`config.mk`:
```
export PLATFORM = sky130hd
export DESIGN_NAME = usi_status_irq
export DESIGN_NICKNAME = d
export VERILOG_FILES = /design/src/rtl/usi_pkg.sv /design/src/rtl/usi_status_irq.sv /design/src/rtl/usi_sync.sv /design/src/rtl/usi_timer.sv
export SDC_FILE = /design/constraint.sdc
export NUM_CORES = 1
export LEC_CHECK = 0
export BUFFER_PORTS_ARGS = -buffer_cell sky130_fd_sc_hd__buf_4
export CORE_MARGIN = 1.5
export CORE_UTILIZATION = 53
export DETAILED_ROUTE_END_ITERATION = 6
export PLACE_DENSITY = 0.93
export SYNTH_ARGS = -nofsm -noshare
export SYNTH_HDL_FRONTEND = slang
export SYNTH_SLANG_ARGS = --single-unit
export TNS_END_PERCENT = 1
```
`constraint.sdc`:
```
create_clock -name hclk -period 3.5 [get_ports hclk]
set_clock_uncertainty 0.1 [all_clocks]
set_input_delay 0.875 -clock hclk [delete_from_list [all_inputs] [get_ports hclk]]
set_output_delay 0.875 -clock hclk [all_outputs]
set_load 0.05 [all_outputs]
```
`src/rtl/usi_pkg.sv`:
```
// Purpose: shared constants and types of the bus event status interrupt block
// Assumes: 25 MHz hclk, registers reached over AHB-Lite, one word per register
// Notes: second level error flags live outside; flags and enables both enter here, gated and ORed
package usi_pkg;

   // register byte offsets
   localparam logic [7:0] OFF_FLAGS = 8'h00;
   localparam logic [7:0] OFF_ENABLES = 8'h04;
   localparam logic [7:0] OFF_CONTROL = 8'h08;
   localparam logic [7:0] OFF_ADDRESS = 8'h0C;
   localparam logic [7:0] OFF_UNMAPPED = 8'hFF;

   // bit positions in bus_event_flags and bus_event_enables
   localparam int BIT_SOF = 6;
   localparam int BIT_HALT = 5;
   localparam int BIT_IDLE = 4;
   localparam int BIT_TRN = 3;
   localparam int BIT_ACT = 2;
   localparam int BIT_ERR = 1;
   localparam int BIT_RST = 0;

   // bit position of suspend_control_bit in module_control_register
   localparam int BIT_SUSPEND = 1;

   // values after reset
   localparam logic [6:0] FLAGS_RESET = 7'h00;
   localparam logic [6:0] ENABLES_RESET = 7'h00;
   localparam logic [6:0] ADDRESS_RESET = 7'h00;
   localparam logic SUSPEND_RESET = 1'b0;

   // flag bits firmware may write; the error summary is status only
   localparam logic [6:0] FLAGS_SW_MASK = 7'h7D;

   // AHB encodings used by the slave
   localparam logic [2:0] HSIZE_WORD = 3'h2;

   // timing: bus idle time and the resync delay after wake-up
   localparam int CLK_KHZ = 25000;
   localparam int IDLE_TIME_US = 3000;
   localparam int IDLE_CYCLES = (IDLE_TIME_US * CLK_KHZ + 999) / 1000;
   localparam int RESYNC_CYCLES = 4;

   // arming of the wake activity flag between idle periods
   typedef enum logic {
      WAKE_DISARMED = 1'b0,
      WAKE_ARMED = 1'b1
   } usi_wake_t;

endpackage

```
`src/rtl/usi_status_irq.sv`:
```
// Purpose: bus event flags, their enables and the single module interrupt request
// Assumes: engine events are one-cycle pulses on hclk; pins are asynchronous levels
// Notes: zero wait state AHB-Lite slave, always OKAY; unmapped words read zero
//
// Notes on behaviour
// interrupt request is the OR of every flag ANDed with its enable
// hardware-set flags other than the error summary stay set until firmware writes zero there
// firmware writing one sets any writable flag, raising the same interrupt
// while suspended the engine is unclocked; only activity may set a flag; the error summary bit 1 still follows enabled errors
// bit 7 of flags and enables reads zero and ignores writes
// start-of-frame token received sets flag bit 6
// stall handshake sent sets flag bit 5
// bus idle for 3 ms or more sets flag bit 4
// finished transaction sets flag bit 3; transfer status then readable
// clearing transfer done advances the status FIFO, token entries only
// activity on the data lines sets flag bit 2
// error summary bit 1 is read only, set by enabled errors alone
// valid bus reset sets flag bit 0 and zeroes the device address
// clears of the activity flag ignored while suspended or just after wake
// firmware leaves suspend then clears activity repeatedly until it reads zero
// activity flag raised once per resume; rearmed only by a new idle
// with the PLL clock, module stays non-operational until lock
// enable bits 6..0 gate their flags; all enables reset to zero
// flags set regardless of enables; enables only gate the request
// firmware should unmask activity only after idle, then may suspend
// error summary is the OR of error flags gated by error enables
// one module interrupt request feeds the CPU peripheral flag bit
// a hardware set in the same cycle as a firmware clear wins
`timescale 1ns/10ps
`default_nettype none
module usi_status_irq
   import usi_pkg::*;
#(
   parameter int IDLE_LIMIT = IDLE_CYCLES,
   parameter int ERR_WIDTH = 8
) (
   // clock and reset
   input wire logic hclk,
   input wire logic hresetn,
   // AHB-Lite slave
   input wire logic hsel,
   input wire logic [31:0] haddr,
   input wire logic [1:0] htrans,
   input wire logic hwrite,
   input wire logic [2:0] hsize,
   input wire logic [31:0] hwdata,
   input wire logic hready,
   output logic [31:0] hrdata,
   output logic hreadyout,
   output logic hresp,
   // serial engine events, one-cycle pulses on hclk
   input wire logic sof_event,
   input wire logic halt_event,
   input wire logic trn_event,
   input wire logic bus_reset_event,
   input wire logic trn_entry_is_token,
   // second level error flags and their enables
   input wire logic [ERR_WIDTH-1:0] error_flag_vec,
   input wire logic [ERR_WIDTH-1:0] error_enable_vec,
   // asynchronous pin levels
   input wire logic bus_idle_pin,
   input wire logic dline_activity_pin,
   input wire logic pll_lock_pin,
   // outputs toward engine, FIFO and CPU
   output logic module_interrupt_request,
   output logic serial_engine_clock_enable,
   output logic module_operational,
   output logic fifo_advance,
   output logic [6:0] device_address
);
   typedef struct packed {
      logic sel;
      logic wr;
      logic [7:0] addr;
      logic [31:0] rdata;
      logic ready;
      logic [6:0] flags;
      logic [6:0] en;
      logic suspend;
      logic [6:0] dev_addr;
      usi_wake_t wake;
      logic irq;
      logic adv;
      logic sclk_en;
      logic oper;
   } usi_state_t;

   usi_state_t s_q;
   usi_state_t s_d;

   logic idle_sync;
   logic act_sync;
   logic lock_sync;
   logic idle_hit;
   logic resync_full;

   // pin levels cross into hclk before anything looks at them
   usi_sync #(
      .WIDTH(3)
   ) u_sync (
      .hclk(hclk),
      .hresetn(hresetn),
      .async_in({bus_idle_pin, dline_activity_pin, pll_lock_pin}),
      .sync_out({idle_sync, act_sync, lock_sync})
   );

   // unbroken idle on the bus for the full idle time
   usi_timer #(
      .LIMIT(IDLE_LIMIT)
   ) u_idle (
      .hclk(hclk),
      .hresetn(hresetn),
      .run(idle_sync),
      .hit(idle_hit),
      .full()
   );

   // a few cycles awake and locked before activity clears are honoured
   usi_timer #(
      .LIMIT(RESYNC_CYCLES)
   ) u_resync (
      .hclk(hclk),
      .hresetn(hresetn),
      .run(s_q.oper),
      .hit(),
      .full(resync_full)
   );

   logic [6:0] hw_set;
   logic [6:0] nw;
   logic live;
   logic act_clear_ok;
   logic err_sum;
   logic wr_flags;

   // engine events only count while it is clocked and the PLL is locked
   always_comb begin
      // suspend gates at once; the registered operational flag lags it a cycle
      live = s_q.oper && !s_q.suspend;
      err_sum = |(error_flag_vec & error_enable_vec);
      act_clear_ok = !s_q.suspend && resync_full;
      wr_flags = s_q.sel && s_q.wr && (s_q.addr == OFF_FLAGS);
      hw_set = '0;
      hw_set[BIT_SOF] = live && sof_event;
      hw_set[BIT_HALT] = live && halt_event;
      hw_set[BIT_IDLE] = live && idle_hit;
      hw_set[BIT_TRN] = live && trn_event;
      hw_set[BIT_ACT] = (s_q.wake == WAKE_ARMED) && act_sync;
      hw_set[BIT_RST] = live && bus_reset_event;
   end

   // next state: data phase writes first, then hardware sets on top
   always_comb begin
      s_d = s_q;
      s_d.adv = 1'b0;
      s_d.ready = 1'b1;
      nw = s_q.flags;
      if (s_q.sel && s_q.wr) begin
         unique case (s_q.addr)
            OFF_FLAGS: begin
               // writable bits take the written value, both ones and zeros
               nw = (s_q.flags & ~FLAGS_SW_MASK) | (hwdata[6:0] & FLAGS_SW_MASK);
               if (!act_clear_ok) begin
                  nw[BIT_ACT] = s_q.flags[BIT_ACT] | hwdata[BIT_ACT];
               end
               // a set in the same cycle keeps the entry in place
               s_d.adv = s_q.flags[BIT_TRN] && !hwdata[BIT_TRN] && !hw_set[BIT_TRN]
                  && trn_entry_is_token;
               s_d.flags = nw;
            end
            OFF_ENABLES: begin
               s_d.en = hwdata[6:0];
            end
            OFF_CONTROL: begin
               s_d.suspend = hwdata[BIT_SUSPEND];
            end
            OFF_ADDRESS: begin
               s_d.dev_addr = hwdata[6:0];
            end
            default: begin
            end
         endcase
      end
      // hardware sets override any clear written in the same cycle
      s_d.flags = s_d.flags | hw_set;
      s_d.flags[BIT_ERR] = err_sum;
      if (hw_set[BIT_RST]) begin
         s_d.dev_addr = ADDRESS_RESET;
      end
      // one activity flag per resume; idle time rearms it
      if (hw_set[BIT_ACT]) begin
         s_d.wake = WAKE_DISARMED;
      end else if (hw_set[BIT_IDLE]) begin
         s_d.wake = WAKE_ARMED;
      end
      s_d.irq = |(s_q.flags & s_q.en);
      s_d.sclk_en = !s_q.suspend;
      s_d.oper = !s_q.suspend && lock_sync;
      // address phase capture; upper address bits outside the map
      s_d.sel = hsel && hready && htrans[1];
      s_d.wr = hwrite && (hsize == HSIZE_WORD);
      s_d.addr = (haddr[31:8] == 24'h000000) ? haddr[7:0] : OFF_UNMAPPED;
      // read data from next-state values so a write just before is seen
      s_d.rdata = 32'h00000000;
      if (s_d.sel && !hwrite) begin
         unique case (s_d.addr)
            OFF_FLAGS: s_d.rdata = {25'h0000000, s_d.flags};
            OFF_ENABLES: s_d.rdata = {25'h0000000, s_d.en};
            OFF_CONTROL: s_d.rdata = {30'h00000000, s_d.suspend, 1'b0};
            OFF_ADDRESS: s_d.rdata = {25'h0000000, s_d.dev_addr};
            default: s_d.rdata = 32'h00000000;
         endcase
      end
   end

   // every control bit has a defined value from reset onward
   always_ff @(posedge hclk or negedge hresetn) begin
      if (!hresetn) begin
         s_q.sel <= 1'b0;
         s_q.wr <= 1'b0;
         s_q.addr <= OFF_UNMAPPED;
         s_q.rdata <= 32'h00000000;
         s_q.ready <= 1'b1;
         s_q.flags <= FLAGS_RESET;
         s_q.en <= ENABLES_RESET;
         s_q.suspend <= SUSPEND_RESET;
         s_q.dev_addr <= ADDRESS_RESET;
         s_q.wake <= WAKE_DISARMED;
         s_q.irq <= 1'b0;
         s_q.adv <= 1'b0;
         s_q.sclk_en <= 1'b0;
         s_q.oper <= 1'b0;
      end else begin
         s_q <= s_d;
      end
   end

   // outputs straight from the state register; hresp tied to zero
   assign hrdata = s_q.rdata;
   assign hreadyout = s_q.ready;
   assign hresp = 1'b0;
   assign module_interrupt_request = s_q.irq;
   assign serial_engine_clock_enable = s_q.sclk_en;
   assign module_operational = s_q.oper;
   assign fifo_advance = s_q.adv;
   assign device_address = s_q.dev_addr;
endmodule
`default_nettype wire

```
`src/rtl/usi_sync.sv`:
```
// Purpose: two flip-flop synchroniser for pin level inputs
// Assumes: inputs are slow levels; no pulse shorter than two clocks matters
// Notes: only the second stage is visible outside
`timescale 1ns/10ps
`default_nettype none
module usi_sync #(
   parameter int WIDTH = 1
) (
   // clock and reset
   input wire logic hclk,
   input wire logic hresetn,
   // levels
   input wire logic [WIDTH-1:0] async_in,
   output logic [WIDTH-1:0] sync_out
);
   typedef struct packed {
      logic [WIDTH-1:0] meta;
      logic [WIDTH-1:0] stable;
   } usi_sync_state_t;

   usi_sync_state_t s_q;
   usi_sync_state_t s_d;

   // the first stage feeds the second stage and nothing else
   always_comb begin
      s_d.meta = async_in;
      s_d.stable = s_q.meta;
   end

   always_ff @(posedge hclk or negedge hresetn) begin
      if (!hresetn) begin
         s_q <= '0;
      end else begin
         s_q <= s_d;
      end
   end

   assign sync_out = s_q.stable;
endmodule
`default_nettype wire

```
`src/rtl/usi_timer.sv`:
```
// Purpose: counts cycles while a level stays high and marks when LIMIT is reached
// Assumes: LIMIT is at least one
// Notes: hit is a single cycle pulse; full stays high until run drops
`timescale 1ns/10ps
`default_nettype none
module usi_timer #(
   parameter int LIMIT = 4
) (
   // clock and reset
   input wire logic hclk,
   input wire logic hresetn,
   // level to time and results
   input wire logic run,
   output logic hit,
   output logic full
);
   localparam int CW = $clog2(LIMIT + 1);

   typedef struct packed {
      logic [CW-1:0] count;
      logic hit;
      logic full;
   } usi_timer_state_t;

   usi_timer_state_t s_q;
   usi_timer_state_t s_d;

   // any drop of run restarts the whole period, so only unbroken spans count
   always_comb begin
      s_d = s_q;
      s_d.hit = 1'b0;
      if (!run) begin
         s_d.count = '0;
         s_d.full = 1'b0;
      end else if (!s_q.full) begin
         if (s_q.count == CW'(LIMIT - 1)) begin
            s_d.count = CW'(LIMIT);
            s_d.full = 1'b1;
            s_d.hit = 1'b1;
         end else begin
            s_d.count = s_q.count + 1'b1;
         end
      end
   end

   always_ff @(posedge hclk or negedge hresetn) begin
      if (!hresetn) begin
         s_q <= '0;
      end else begin
         s_q <= s_d;
      end
   end

   assign hit = s_q.hit;
   assign full = s_q.full;
endmodule
`default_nettype wire

```
Yosys cells after proc, flatten, opt, wreduce, memory -nomap -nowiden:

Index checks and enable logic that the tools add are counted.

* bits in registers: 98
* latch bits: 0
* RAM bits: 0
* bits in read-only memories: 0
* input port bits: 98
* output and inout bits: 45
* word-level logic and storage cells: 90
* memories kept: 0

* add/sub/neg operators: 2
* multipliers: 0
* divide/modulo/power cells: 0
* magnitude comparators: 0
* equality and inequality tests: 11
* shift-type cells: 0
* muxes and demuxes: 25
* bitwise operators: 5
* reductions and logical operators: 27

Operators by type and width (number)
* $mux W7: 5
* $mux W17: 2
* $eq A8 B4 Y1 const B: 4
* $pmux W7 S4: 1
* $logic_not A24 Y1: 1
* $mux W22: 1
* $mux W19: 1
* $add A17 B1 Y17 const B: 1
* $eq A17 B17 Y1 const B: 1
* $logic_and A1 B1 Y1: 17
* $eq A8 B3 Y1 const B: 2
* $logic_not A8 Y1: 2
* $mux W1: 9
* $and A8 B8 Y8: 1
* $mux W8: 1
* $reduce_or A8 Y1: 1
* $and A7 B7 Y7: 1
* $or A2 B7 Y7: 1
* $or A7 B7 Y7: 1
* $reduce_or A7 Y1: 1
* $eq A3 B2 Y1 const B: 2
* $mux W3: 2
* $mux W5: 1
* $logic_not A1 Y1: 4
* 5 further kinds: 7

Depth between registers and ports, before layout:

* depth after elaboration: 8
* depth in mapped cells: 7
* gate-level depth less buffers: 6

Hierarchy:

A second synthesis with hierarchy kept.

* cells, all modules: 347
* area, all modules: 3758.6 sq um

Modules (own cells, without submodules)
* usi_status_irq: instances 1, cells each 208, area each 2289.7 sq um, sequential area each 1111.1 sq um
* usi_timer (u_idle): instances 1, cells each 114, area each 1096.1 sq um, sequential area each 475.5 sq um
* usi_timer (u_resync): instances 1, cells each 19, area each 222.7 sq um, sequential area each 125.1 sq um
* usi_sync: instances 1, cells each 6, area each 150.1 sq um, sequential area each 150.1 sq um

Worst setup path after synthesis:

Ideal clock, no wire load.

* path type: input -> register
* start point: input haddr[27]
* end point: register s_q (netlist bit hrdata[0])
* library setup time: 101 ps
* arrival time: 2502 ps
* data required time: 3299 ps
* setup slack: 797 ps
* cell stages on the path: 6
* buffers on the path: 1
* path through: nor4_2 -> nand4_2 -> or4_1 -> or4_1 -> buf_2 -> o32ai_1

RTL lines
* from (decl): line usi_status_irq.sv:42 `input wire logic [31:0] haddr,`
* to (decl): line usi_status_irq.sv:88 `usi_state_t s_q;`

==> out/results.txt <==
Number of synthesized register bits = 73
Final hold violation count = 0
Leakage = 2.11 nW
Post-synth cell types = 50
Post-Synth Simple-Gate Area = 0.198
Worst endpoint required time = 3.64 ns
Yosys warns = 0
Post-synth EDFFs = 0
Part of the cycle the worst path needs = 0.776
Share of cells above drive strength 1 = 0.332
Hold_sp = u_sync.s_d[2]$_DFF_PN0_
Ports = 143
Post-CTS Resized = 0
Synth Area in Adders = 0.0104
Vias = 2792
First-pass GRT wire length = 13100 um
CTS tree = built
Post-Route WL = 8410 um
Antenna violations before repair = 0
Asr flop ratio synth = 1.00
Min Clock Period, post-route = 2.72 ns
CTS Root Cell = clkbuf_8
Slew @ Worst Pin = 0.899 ns
Ant diodes = 0
Synth Area in XOR/XNOR = 0.0145
# nets final = 515
FMAX = 368 MHz
GRT Util Overall = 0.233
Peak VDD IR = 0.261 mV
Die width = 85.6 um
Area grow syn2layout = 21.3%
Most used cell, CP = or4_1
Synthesized area = 3610 um2
Seq/Total Area, Yosys = 0.508
H-tree levels = 3
Buffers on Ports = 89
Die H = 85.6 um
Worst Path Buf+Inv = 1
Worst path top cell family by delay = simple AND/OR/NAND/NOR gates
Critical Path End Type = flip-flop
RSZ-0062 raised after global routing = false
Crit path DAT = 2.86 ns
Synthesized area per cell = 10.7 um2
Hold Slack = 0.251 ns
Max-slew violation count = 0
First-pass iteration count of the detailed router = 7
Multiplexer share of the synthesized area = 0.0692
Commonest non-fill, non-tap cell in the layout = buf_4
Status = finished with violations
Wire length per cell = 16.9 um
Longest Clk Path Bufs = 2
Slew Limit Headroom = 0.393
# setup viols final = 0
Core area = 6460 um2
HPWL Detailed = 5990 um
Hold-fix buffers, CTS = 0
CP max stage delay = 0.58 ns
Worst path slowest cell = or4_1
Max_cap viols = 0
Largest net degree at the start of global routing = 74
Clock slew at reported path FFs = 0.08 ns
Pwr per Cell Area = 434 nW/um2
Critical path class = in -> reg
Routability cong. = 0.899
Commonest cells after routing, fill and taps aside = 91 x buf_4, 65 x dfrtp_1, 31 x nor2_1
Min-delay worst type = reg -> reg
CTS Buf Count = 9
Starting Density = 0.560
Clk sinks = 73
Vias per inst = 5.63
Failing checks = design-rule violations
DRC viols = 7
Number of global-route vias before repair = 2670
Finished Cell Area = 4380 um2
Synthesized instance count = 338
Final ANT Viol Nets = 0
Worst-Skew Late Latency = 0.35 ns
Compound-cell area share of the yosys netlist = 0.0903
Largest family of logic cells by synthesized area = simple AND/OR/NAND/NOR gates
Tot Pwr = 1.90 mW
Area after DPL = 4140 um2
Post-CTS Setup Bufs = 0
Initial drt markers = 177
Final setup TNS = 0 ns
Final global-route overflow total = 0
Worst setup path start = haddr[20]
Worst Path Max Fanout = 8
Worst path cell trace = buf_4, nor4_2, nand4_2, or4_1, or4_1, o32ai_1
Reg2Reg Launch Point = s_q[61]$_DFF_PN1_
Full die area = 7320 um2
Row cnt = 29
FF-to-FF setup slack = 0.89 ns
Startpoint types = input port
Post-synth top flop = dfrtp_1
## final timing paths
check / cells after the start / end
min: 0 / u_sync.sync_out[2]$_DFF_PN0_
max in group asynchronous: 1 / s_q[68]$_DFF_PN0_
min in group asynchronous: 1 / u_resync.full$_DFF_PN0_
max reg2reg: 5 / hrdata[5]$_DFF_PN0_
min reg2reg: 0 / u_sync.sync_out[2]$_DFF_PN0_
max: 6 / hrdata[5]$_DFF_PN0_
## cells in the mapped netlist, drive strengths merged, types with 6 or more instances
library cell   n  area share
a21oi          8       0.011
a22oi          6       0.012
and3           8       0.014
buf           42       0.087
clkbuf         9      0.0093
dfrtp         65        0.45
dfstp          8       0.058
inv           11       0.011
mux2           8       0.025
mux2i         16       0.044
nand2         23       0.024
nand3          7      0.0097
nand4          7       0.014
nor2          31       0.032
nor4          10       0.028
o21ai          6      0.0083
o32ai          6       0.015
or3            8       0.016
## per-stage QoR
stage	cells	util	setup slack (ns)
final	496	0.679	0.784
after global routing	496	0.679	0.694
after CTS	496	0.679	0.811
after detailed placement	480	0.641	0.445
after global placement	480	0.641	0.498
after floorplan	363	-	0.797
## worst register-to-register path, stage by stage, from the launching register on
cell and delay [ns]:
dfstp_2 0.36, nor4bb_1 0.77, nand4b_1 0.52, mux2_2 0.39, nor2_1 0.05, o32ai_1 0.31
## flip-flops by register name, summed over array words and instances, names as in the netlist
name / cells
hrdata: 7
u_idle.hit: 1
u_sync.s_d: 3
u_resync.s_q: 3
module_operational: 1
u_sync.sync_out: 3
s_q: 26
fifo_advance: 1
u_resync.full: 1
device_address: 7
module_interrupt_request: 1
u_idle.full: 1
serial_engine_clock_enable: 1
u_idle.s_q: 17
## area by class of cell
class	count	area [um2]
clock buffers	10	128
clock inverters	6	115
fillers	498	2070
inverters	11	41.3
multi-input cells	228	1480
flip-flops and latches	73	1840
well taps	77	96.3
repair buffers	91	683
## cell families (layout without fill, tap and decap cells)
family,after synthesis,after routing
compound gates,44,44
xor+xnor,6,6
fa+ha+maj,3,3
buf+inv,62,118
flops,73,73
mux,24,24
other cells,2,27
simple gates,124,124
## per-layer routing
layer  up-vias  global-route usage  wire (um)  part of all wire
li1       1289                   -          -                 -
met2       101               0.399       4290              0.51
met1      1393               0.290       3480              0.41
met5         -                   0          0                 0
met3         9              0.0722        534             0.064
met4         0              0.0543        103             0.012
## where the power goes
part | internal [mW] | switching, mW
Sequential | 0.863 | 0.0145
Combinational | 0.0806 | 0.146
Clock | 0.477 | 0.321
Total | 1.42 | 0.481
Note: power is estimated with default switching activity, not from simulation.
